**src/rtl/acrb_defs.svh**
```systemverilog
// Offsets, field positions, reset values and counts for the config bank.
// Assumes inclusion by bare name from the package, compiled ahead of the design modules.
`ifndef ACRB_DEFS_SVH
`define ACRB_DEFS_SVH

`define ACRB_ADDR_W        3
`define ACRB_DATA_W        16
`define ACRB_OFS_CTRL1     3'h1
`define ACRB_OFS_CTRL2     3'h2
`define ACRB_OFS_OFFSET    3'h3
`define ACRB_OFS_GAIN      3'h4
`define ACRB_OFS_OVR       3'h5
`define ACRB_RST_CTRL1     16'h001a
`define ACRB_RST_CTRL2     16'h009b
`define ACRB_RST_OFFSET    16'h0000
`define ACRB_RST_GAIN      16'ha000
`define ACRB_RST_OVR       16'hcccc
`define ACRB_C1_LOAD       15
`define ACRB_C1_RD_OVR     14
`define ACRB_C1_RD_GAIN    13
`define ACRB_C1_RD_OFS     12
`define ACRB_C1_RD_STAT    11
`define ACRB_C1_ALIGN      9
`define ACRB_C1_TAPS_HI    8
`define ACRB_C1_TAPS_LO    5
`define ACRB_C1_F3EN       4
`define ACRB_C1_ONE        3
`define ACRB_C1_DEC_HI     2
`define ACRB_C2_SLEEP      3
`define ACRB_C2_LOWPWR     2
`define ACRB_C2_ONE        1
`define ACRB_C2_AMPOFF     0
`define ACRB_C2_LIVE_MASK  16'h000f
`define ACRB_ST_LOWPWR     9
`define ACRB_ST_OVR        8
`define ACRB_ST_DLOK       7
`define ACRB_ST_CUSTOM     5
`define ACRB_ST_F3EN       4
`define ACRB_ST_ONE        3
`define ACRB_COEF_PER_TAP  6

`endif

```
**src/rtl/acrb_pkg.sv**
```systemverilog
// Types shared by the two ends of the config bank link.
// Assumes acrb_defs.svh on the include path.
`include "acrb_defs.svh"
package acrb_pkg;
    typedef logic [`ACRB_ADDR_W-1:0] acrb_addr_t;
    typedef logic [`ACRB_DATA_W-1:0] acrb_word_t;
    typedef enum logic [2:0]
    {
        ACRB_RD_RESULT,
        ACRB_RD_OVR,
        ACRB_RD_GAIN,
        ACRB_RD_OFFSET,
        ACRB_RD_STATUS
    } acrb_rdsel_t;
    typedef enum logic [1:0]
    {
        ACRB_DEC4,
        ACRB_DEC8,
        ACRB_DEC16,
        ACRB_DEC32
    } acrb_decim_t;
endpackage : acrb_pkg

```
**src/rtl/acrb_link_if.sv**
```systemverilog
// Word-level write/read link between host controller and config bank.
// Assumes one clock shared by both ends; the bench joins them.
`timescale 1ns/100ps
interface acrb_link_if
    import acrb_pkg::*;
(
    input wire logic core_clk
);
    logic       wrValid;   // Host writes addr + data this cycle
    acrb_addr_t wrAddr;
    acrb_word_t wrData;
    logic       rdReq;     // Host requests a read word
    logic       rdValid;   // Device answers with rdData
    logic [23:0] rdData;

    modport device
    (
        input  wrValid, wrAddr, wrData, rdReq,
        output rdValid, rdData
    );
    modport host
    (
        output wrValid, wrAddr, wrData, rdReq,
        input  rdValid, rdData
    );
endinterface : acrb_link_if

```
**src/rtl/acrb_device_end.sv**
```systemverilog
// Config bank of the converter: two control registers plus readback.
// Assumes the host keeps writes and reads on the shared core_clk.
// Notes on behaviour
// (RQ1) Write is address then 16-bit word
// (RQ2) Load arm turns next writes into coefficients
// (RQ3) Host sets tap count with load arm
// (RQ4) Overrange select returns threshold on next read
// (RQ5) Gain select returns gain on next read
// (RQ6) Offset select returns offset on next read
// (RQ7) Status select returns status on next read
// (RQ8) Host sets at most one read select
// (RQ9) Bits 15 to 9 self-clear after acting
// (RQ10) Align bit starts filter synchronisation
// (RQ11) Bit 4 routes through FIR, else bypass
// (RQ12) Decimation codes map to 4,8,16,32x
// (RQ13) Host writes required fixed bit values
// (RQ14) Sleep bit powers device down
// (RQ15) Reduced-power bit selects low-power mode
// (RQ16) Amp shutdown bit powers amplifier down
// (RQ17) Status mirrors decimation, bypass, low power
// (RQ18) Status flags custom coefficients in use
// (RQ19) Otherwise reads return conversion results
// (RQ20) Power register bits 15 to 4 fixed zero
`timescale 1ns/100ps
module acrb_device_end
    import acrb_pkg::*;
#(
    parameter int MAX_TAPS = 48
)
(
    input  wire logic          core_clk,       // System clock
    input  wire logic          rst_n,          // Sync reset, active low
    acrb_link_if.device        link,           // Link to host
    input  wire logic [23:0]   convResult,     // Latest conversion word
    input  wire logic          overrange,      // Overrange level
    output logic               firEnable,      // Route through FIR
    output acrb_decim_t        decimation,     // Second filter rate
    output logic [3:0]         tapCount,       // Filter tap count code
    output logic               alignPulse,     // Start filter sync
    output logic               deviceSleep,    // Whole-device power down
    output logic               lowPower,       // Reduced-power mode
    output logic               ampShutdown,    // Input amp power down
    output logic               loadActive,     // Coefficient download on
    output logic               customActive,   // Downloaded filter in use
    output logic               checksumMatch,  // Download checksum agreed
    output logic [23:0]        coeffData,      // Last download word, checksum included
    output logic               coeffValid      // Coefficient strobe
);
    acrb_word_t  ctrl1_q;
    acrb_word_t  ctrl2_q;
    acrb_word_t  offset_q;
    acrb_word_t  gain_q;
    acrb_word_t  ovr_q;
    acrb_rdsel_t rdSel_q;
    logic        load_q;
    logic [6:0]  loadLeft_q;
    logic [15:0] sum_q;
    logic        custom_q;
    logic        match_q;
    logic        align_q;
    logic [23:0] rdData_q;
    logic        rdValid_q;
    logic [23:0] cword_q;
    logic        cvalid_q;
    acrb_word_t  status;
    logic        wr1;
    logic        wrLive;

    assign wrLive = link.wrValid && !load_q;  // see RQ2
    assign wr1    = wrLive && link.wrAddr == `ACRB_OFS_CTRL1;

    // Bits 15:9 self-clear: only steady fields are held (see RQ1, RQ9)
    always_ff @(posedge core_clk)
    begin
        if (!rst_n)
            ctrl1_q <= `ACRB_RST_CTRL1;
        else if (wr1)
            ctrl1_q <= {7'h00, link.wrData[8:0]};  // see RQ9
    end

    // Upper power bits never stored (see RQ1, RQ20)
    always_ff @(posedge core_clk)
    begin
        if (!rst_n)
            ctrl2_q <= `ACRB_RST_CTRL2 & `ACRB_C2_LIVE_MASK;
        else if (wrLive && link.wrAddr == `ACRB_OFS_CTRL2)
            ctrl2_q <= link.wrData & `ACRB_C2_LIVE_MASK;  // see RQ20
    end

    always_ff @(posedge core_clk)
    begin
        if (!rst_n)
        begin
            offset_q <= `ACRB_RST_OFFSET;
            gain_q   <= `ACRB_RST_GAIN;
            ovr_q    <= `ACRB_RST_OVR;
        end
        else if (wrLive)
        begin
            if (link.wrAddr == `ACRB_OFS_OFFSET)
                offset_q <= link.wrData;  // see RQ1
            if (link.wrAddr == `ACRB_OFS_GAIN)
                gain_q <= link.wrData;
            if (link.wrAddr == `ACRB_OFS_OVR)
                ovr_q <= link.wrData;
        end
    end

    // Pending readback choice, highest bit wins
    always_ff @(posedge core_clk)
    begin
        if (!rst_n)
            rdSel_q <= ACRB_RD_RESULT;
        else if (wr1 && link.wrData[`ACRB_C1_RD_OVR])
            rdSel_q <= ACRB_RD_OVR;  // see RQ4
        else if (wr1 && link.wrData[`ACRB_C1_RD_GAIN])
            rdSel_q <= ACRB_RD_GAIN;  // see RQ5
        else if (wr1 && link.wrData[`ACRB_C1_RD_OFS])
            rdSel_q <= ACRB_RD_OFFSET;  // see RQ6
        else if (wr1 && link.wrData[`ACRB_C1_RD_STAT])
            rdSel_q <= ACRB_RD_STATUS;  // see RQ7
        else if (link.rdReq)
            rdSel_q <= ACRB_RD_RESULT;  // see RQ19
    end

    always_ff @(posedge core_clk)
    begin
        if (!rst_n)
            align_q <= 1'b0;
        else
            align_q <= wr1 && link.wrData[`ACRB_C1_ALIGN];  // see RQ10
    end

    // Coefficient download: ((tap code+1)/2)*6 words, then a checksum word
    always_ff @(posedge core_clk)
    begin
        if (!rst_n)
        begin
            load_q     <= 1'b0;
            loadLeft_q <= '0;
            sum_q      <= '0;
            custom_q   <= 1'b0;
            match_q    <= 1'b0;
        end
        else if (wr1 && link.wrData[`ACRB_C1_LOAD]
                 && link.wrData[8:5] != 4'h0)
        begin
            load_q     <= 1'b1;  // see RQ2
            loadLeft_q <= 7'(((32'(link.wrData[8:5]) + 1) / 2)
                              * `ACRB_COEF_PER_TAP);
            sum_q      <= '0;
            match_q    <= 1'b0;
        end
        else if (load_q && link.wrValid)
        begin
            if (loadLeft_q != 7'h0)
            begin
                loadLeft_q <= loadLeft_q - 7'h1;
                sum_q <= sum_q + 16'(link.wrAddr) + 16'(link.wrData[15:8])
                       + 16'(link.wrData[7:0]);
            end
            else
            begin
                load_q   <= 1'b0;
                custom_q <= 1'b1;  // see RQ18
                match_q  <= (sum_q == link.wrData);
            end
        end
    end

    always_ff @(posedge core_clk)
    begin
        if (!rst_n)
        begin
            cword_q  <= '0;
            cvalid_q <= 1'b0;
        end
        else
        begin
            cvalid_q <= load_q && link.wrValid && loadLeft_q != 7'h0;
            if (load_q && link.wrValid)
                cword_q <= {5'h00, link.wrAddr, link.wrData};
        end
    end

    // Status mirrors live control fields (see RQ17)
    always_comb
    begin
        status = '0;
        status[`ACRB_ST_LOWPWR] = ctrl2_q[`ACRB_C2_LOWPWR];
        status[`ACRB_ST_OVR]    = overrange;
        status[`ACRB_ST_DLOK]   = match_q;
        status[`ACRB_ST_CUSTOM] = custom_q;  // see RQ18
        status[`ACRB_ST_F3EN]   = ctrl1_q[`ACRB_C1_F3EN];
        status[`ACRB_ST_ONE]    = 1'b1;
        status[2:0]             = ctrl1_q[2:0];
    end

    always_ff @(posedge core_clk)
    begin
        if (!rst_n)
        begin
            rdData_q  <= '0;
            rdValid_q <= 1'b0;
        end
        else
        begin
            rdValid_q <= link.rdReq;
            if (link.rdReq)
            begin
                case (rdSel_q)
                    ACRB_RD_OVR:    rdData_q <= {8'h00, ovr_q};  // see RQ4
                    ACRB_RD_GAIN:   rdData_q <= {8'h00, gain_q};  // see RQ5
                    ACRB_RD_OFFSET: rdData_q <= {8'h00, offset_q};  // see RQ6
                    ACRB_RD_STATUS: rdData_q <= {8'h00, status};  // see RQ7
                    default:        rdData_q <= convResult;  // see RQ19
                endcase
            end
        end
    end

    // Codes 0..2 all give 4x (see RQ12)
    always_comb
    begin
        case (ctrl1_q[2:0])
            3'h3:    decimation = ACRB_DEC8;
            3'h4:    decimation = ACRB_DEC16;
            3'h5:    decimation = ACRB_DEC32;
            default: decimation = ACRB_DEC4;
        endcase
    end

    assign link.rdValid  = rdValid_q;
    assign link.rdData   = rdData_q;
    assign firEnable     = ctrl1_q[`ACRB_C1_F3EN];  // see RQ11
    assign tapCount      = ctrl1_q[8:5];
    assign alignPulse    = align_q;
    assign deviceSleep   = ctrl2_q[`ACRB_C2_SLEEP];  // see RQ14
    assign lowPower      = ctrl2_q[`ACRB_C2_LOWPWR];  // see RQ15
    assign ampShutdown   = ctrl2_q[`ACRB_C2_AMPOFF];  // see RQ16
    assign loadActive    = load_q;
    assign customActive  = custom_q;
    assign checksumMatch = match_q;
    assign coeffData     = cword_q;
    assign coeffValid    = cvalid_q;
endmodule : acrb_device_end

```
**src/flat_wrapper.sv**
```systemverilog
// flat-port wrapper written by rule: the top's interface ports become plain ports
module acrb_device_end_flat import acrb_pkg::*;
#(
    parameter int MAX_TAPS = 48
)
  (core_clk, rst_n, convResult, overrange, firEnable, decimation, tapCount, alignPulse, deviceSleep, lowPower, ampShutdown, loadActive, customActive, checksumMatch, coeffData, coeffValid, link_wrValid, link_wrAddr, link_wrData, link_rdReq, link_rdValid, link_rdData);
  acrb_link_if link_i (.core_clk(core_clk));
  input  wire logic core_clk;
  input  wire logic rst_n;
  input  wire logic [23:0] convResult;
  input  wire logic overrange;
  output logic firEnable;
  output acrb_decim_t decimation;
  output logic [3:0] tapCount;
  output logic alignPulse;
  output logic deviceSleep;
  output logic lowPower;
  output logic ampShutdown;
  output logic loadActive;
  output logic customActive;
  output logic checksumMatch;
  output logic [23:0] coeffData;
  output logic coeffValid;
  input wire logic [$bits(link_i.wrValid)-1:0] link_wrValid;
  input wire logic [$bits(link_i.wrAddr)-1:0] link_wrAddr;
  input wire logic [$bits(link_i.wrData)-1:0] link_wrData;
  input wire logic [$bits(link_i.rdReq)-1:0] link_rdReq;
  output wire logic [$bits(link_i.rdValid)-1:0] link_rdValid;
  output wire logic [$bits(link_i.rdData)-1:0] link_rdData;
  assign link_i.wrValid = link_wrValid;
  assign link_i.wrAddr = link_wrAddr;
  assign link_i.wrData = link_wrData;
  assign link_i.rdReq = link_rdReq;
  assign link_rdValid = link_i.rdValid;
  assign link_rdData = link_i.rdData;
  acrb_device_end #(.MAX_TAPS(MAX_TAPS)) u_core (.core_clk(core_clk), .rst_n(rst_n), .link(link_i), .convResult(convResult), .overrange(overrange), .firEnable(firEnable), .decimation(decimation), .tapCount(tapCount), .alignPulse(alignPulse), .deviceSleep(deviceSleep), .lowPower(lowPower), .ampShutdown(ampShutdown), .loadActive(loadActive), .customActive(customActive), .checksumMatch(checksumMatch), .coeffData(coeffData), .coeffValid(coeffValid));
endmodule
```
**config.mk**
```make
export PLATFORM = sky130hd
export DESIGN_NAME = acrb_device_end_flat
export DESIGN_NICKNAME = d
export VERILOG_FILES = /design/src/rtl/acrb_pkg.sv /design/src/rtl/acrb_link_if.sv /design/src/rtl/acrb_device_end.sv /design/src/flat_wrapper.sv
export VERILOG_INCLUDE_DIRS = /design/src /design/src/rtl
export SDC_FILE = /design/constraint.sdc
export NUM_CORES = 1
export LEC_CHECK = 0
export BUFFER_PORTS_ARGS = -buffer_cell sky130_fd_sc_hd__buf_2
export CAP_MARGIN = 20
export CORE_ASPECT_RATIO = 1.5
export CORE_MARGIN = 4
export CORE_UTILIZATION = 46
export CTS_CLUSTER_SIZE = 40
export DETAILED_ROUTE_END_ITERATION = 12
export PLACE_DENSITY_LB_ADDON = 0.1
export SLEW_MARGIN = 20
export SYNTH_ARGS = -nofsm -noshare
export SYNTH_HDL_FRONTEND = slang
export SYNTH_SLANG_ARGS = --single-unit
```
**constraint.sdc**
```tcl
create_clock -name core_clk -period 6.4 [get_ports core_clk]
set_input_delay 1.28 -clock core_clk [delete_from_list [all_inputs] [get_ports core_clk]]
set_output_delay 1.28 -clock core_clk [all_outputs]
set_load 0.01 [all_outputs]
```
==> summary.md <==
| Metric | Value |
|---|---|
| Number of antenna violations at the first check in global routing | `0` |
| First-pass iteration count of the detailed router | `5` |
| Grt ovf | `0` |
| Top-area cell type share of the netlist area | `37.93%` |
| Worst Skew | `9.917 ps` |
| Share of post-route cells with drive strength above 1 | `19.53%` |
| Number of nets in the layout | `just under 1k` |
| Pwr Density | `265.5 mW/mm^2` |
| Overall fraction of global-route tracks in use | `22.80%` |
| Power share of the sequential group | `39.4%` |
| Number of global-route vias before repair | `a little under 6k` |
| Maximum vdd drop | `0.1522 mV` |
| RSZ-0062 raised after global routing | `false` |
| Global-route wire length before repair | `between 30 and 40 mm` |
| Peak Freq | `246.4 MHz` |
| Max transition margin | `24.22%` |
| Final count of negative-setup-slack endpoints | `0` |
| Cell with the most instances after synthesis | `sky130_fd_sc_hd__dfxtp_1` |
| Die Height | `159.9 um` |
| Psw | `roughly 0.00055 W` |
| Placed cells | `~1.1k` |
| Clock Root Buffer | `sky130_fd_sc_hd__clkbuf_16` |
| Max Fanout on Critical Path | `6` |
| Sink count of the clock tree | `roughly 130` |
| Routed len/inst | `17.61 um` |
| Clock transition at the register clock pins on the worst setup and hold paths after CTS | `60 ps` |
| Fill cell instance count of the final layout | `between 1k and 1.5k` |
| Antenna violation net count after detailed routing | `0` |
| Part of the cycle the worst path needs | `63.42%` |
| Routed met1 length | `8.054 mm` |
| Area growth syn-to-layout | `17.27%` |
| Nature of the critical path startpoint | `input pin` |
| Post-CTS Setup Inserts | `0` |
| Run status | `finished, final reports clean` |
| Largest area contributor in the netlist | `sky130_fd_sc_hd__dfxtp_1` |
| Proportion of synthesized chip area in sequential cells | `37.93%` |
| Area of the die | `0.01746 mm^2` |
| Post-synth cell types | `57` |
| Number of I/O port buffers | `106` |
| Max clock buf depth | `2` |
| Cell-internal power | `around 0.0017 W` |
| Maxcap violations | `0` |
| Clock insertion delay at the later pin of the skew report | `between 400 and 500 ps` |
| Vias after detailed routing | `5,896` |
| Worst slack after detailed placement | `1939 ps` |
| Proportion of power drawn by the clock network | `49.1%` |
| Mean post-synth cell area | `8.731 um^2` |
| Maximum number of pins on one net before global-route repair | `between 100 and 150` |
| Required time at the endpoint of the critical path | `a little under 7000 ps` |
| Type of element capturing the critical path | `flip-flop` |
| Post-synthesis sequential element count | `134` |
| Estimated wirelength of the detail-placed design | `13.90 mm` |
| Placement Rows | `55` |
| Total standard cell area after synthesis | `0.007072 mm^2` |
| Total count of max-transition violations in the final report | `0` |
| Combinational share of power | `11.4%` |
| Final cell area excluding filler cells | `approximately 0.0083 mm^2` |
| Number of flops mapped to enable cells by yosys | `0` |
| Highest routed layer | `met4` |
| Worst min path class | `reg2reg` |
| Cell types occupying the most area after synthesis | `sky130_fd_sc_hd__dfxtp_1 38%, sky130_fd_sc_hd__nand2_1 7.0%, sky130_fd_sc_hd__a21boi_0 6.2%, sky130_fd_sc_hd__ha_1 4.2%, sky130_fd_sc_hd__mux2i_1 3.5%` |
| Length of routed met2 wiring | `9.741 mm` |
| DRC errors left | `0` |
| Synth async-reset ratio | `0%` |
| Number of gates given a new drive strength after cts | `0` |
| Switching power share of the total | `between 20% and 30%` |
| IO Pins | `between 100 and 150` |
| TritonCTS clock tree | `built` |
| Worst hold slack across all endpoints | `463.7 ps` |
| Final-layout setup total negative slack | `0 ps` |
| Slew at the pin closest to its max-slew limit | `roughly 1100 ps` |
| Post-place instance area | `between 0.007 and 0.008 mm^2` |
| Hold bufs inserted after CTS | `0` |
| Core footprint | `0.01507 mm^2` |
| Prevailing post-synth register cell | `sky130_fd_sc_hd__dfxtp_1` |
| Setup Crit Path Kind | `in2reg` |
| Post-layout min period | `4059 ps` |
| Violation count after the first detailed-route iteration | `252` |
| Ratio of routed vias to standard cells | `5.384` |
| Worst endpoint data arrival time | `4410 ps` |
| Number of instances in the synthesized netlist | `810` |
| Total Routed Length | `approximately 19 mm` |
| Sum of met3 wire segment lengths after detailed routing | `around 960 um` |
| Syn. warnings | `0` |
| CTS Buf Count | `17` |
| Die width | `109.2 um` |
| Final count of hold timing violations | `0` |
| Effective utilization at floorplan | `roughly 47%` |
| Placer's final routability congestion estimate | `around 0.87` |
| CTS HTree Levels | `4` |
| Diode count | `0` |
| Final Instance Count excl. Fillers | `between 1k and 1.5k` |
| Final WS setup | `2341 ps` |
| Leakage power summed over all cells | `3.528 nW` |
| Cell types with the highest counts after synthesis | `134 x sky130_fd_sc_hd__dfxtp_1, 131 x sky130_fd_sc_hd__nand2_1, 58 x sky130_fd_sc_hd__a21boi_0` |
placed cells by master (no fill, tap or decap), types with 9 or more instances in the layout:
cell type	n
sky130_fd_sc_hd__ha_1	24
sky130_fd_sc_hd__a21boi_0	58
sky130_fd_sc_hd__buf_2	106
sky130_fd_sc_hd__a21oi_1	42
sky130_fd_sc_hd__nor2b_1	31
sky130_fd_sc_hd__o211ai_1	17
sky130_fd_sc_hd__nor2_1	28
sky130_fd_sc_hd__xnor2_1	22
sky130_fd_sc_hd__clkbuf_16	17
sky130_fd_sc_hd__nand3_1	24
sky130_fd_sc_hd__mux2_2	11
sky130_fd_sc_hd__mux2i_1	25
sky130_fd_sc_hd__dfxtp_1	134
sky130_fd_sc_hd__o21ai_0	28
sky130_fd_sc_hd__fa_1	12
sky130_fd_sc_hd__nand2_1	131
sky130_fd_sc_hd__o211a_1	9
sky130_fd_sc_hd__inv_1	40
sky130_fd_sc_hd__nand2b_1	12
path summary, 6_finish.rpt:
path / startpoint / end / slack, ps / cells after the start
setup / recovery: link_wrData[2] / u_core.sum_q[12] / 2340 / 11
hold / removal: u_core.coeffData[11] / u_core.coeffData[11] / 460 / 2
setup reg to reg: u_core.sum_q[5] / u_core.sum_q[12] / 3340 / 9
hold reg to reg: u_core.coeffData[11] / u_core.coeffData[11] / 460 / 2
power by group through the flow:
stage	Clock, W	Combinational, W	Sequential (W)
floorplan	0	0.000167	0.000890
global placement	0	0.000246	0.000885
detailed placement	0	0.000252	0.000886
CTS	0.00110	0.000253	0.000868
global route	0.00114	0.000281	0.000870
finish	0.00108	0.000252	0.000868
state kept, by name (all words and copies together), names as in the netlist:
register	count
u_core.loadActive	1
u_core.link.rdData	24
u_core.rdSel_q	3
u_core.offset_q	16
u_core.ovr_q	16
u_core.ctrl1_q	8
u_core.alignPulse	1
u_core.gain_q	16
u_core.coeffValid	1
u_core.coeffData	19
u_core.sum_q	16
u_core.checksumMatch	1
u_core.link.rdValid	1
u_core.ctrl2_q	3
u_core.customActive	1
u_core.loadLeft_q	7
cell families after synthesis:
group / after synthesis / synth area share, %
simple gates: 272 / 18.10
compound gates: 191 / 18.54
flops: 134 / 37.93
buf+inv: 104 / 6.422
mux: 44 / 7.838
fa+ha+maj: 36 / 7.643
xor+xnor: 28 / 3.468
other cells: 1 / 0.05303
area by class of cell:
class	instances	area, um^2	share of cell area, %
inverter	40	150.1	1.811
sequential	134	2683	32.35
clock buffer	18	429.2	5.175
timing repair buffer	114	590.6	7.121
multi-input combinational	576	3969	47.86
tap	199	249.0	3.002
clock inverter	14	222.7	2.686
per-stage QoR:
stage	total power [W]	utilization (%)
2_1_floorplan	0.001057	-
3_3_place_gp	0.001131	50.65
3_5_place_dp	0.001138	50.65
4_1_cts	0.002222	54.98
5_1_grt	0.002293	55.03
6_report	0.002201	55.03
per-layer routing:
layer / GRT usage (%) / vias up
met2: 38.73 / 149
met5: 0 / -
met3: 4.165 / 33
li1: - / 2899
met4: 9.302 / 0
met1: 28.06 / 2815
worst max-delay path, stage by stage:
cell and delay [ps]:
sky130_fd_sc_hd__buf_2 180, sky130_fd_sc_hd__inv_1 120, sky130_fd_sc_hd__fa_1 530, sky130_fd_sc_hd__fa_1 520, sky130_fd_sc_hd__inv_1 80, sky130_fd_sc_hd__ha_1 280
sky130_fd_sc_hd__a21o_1 130, sky130_fd_sc_hd__and4_1 260, sky130_fd_sc_hd__o2111ai_1 170, sky130_fd_sc_hd__a2111oi_0 630, sky130_fd_sc_hd__mux2i_1 240
Note: power is estimated with default switching activity, not from simulation.
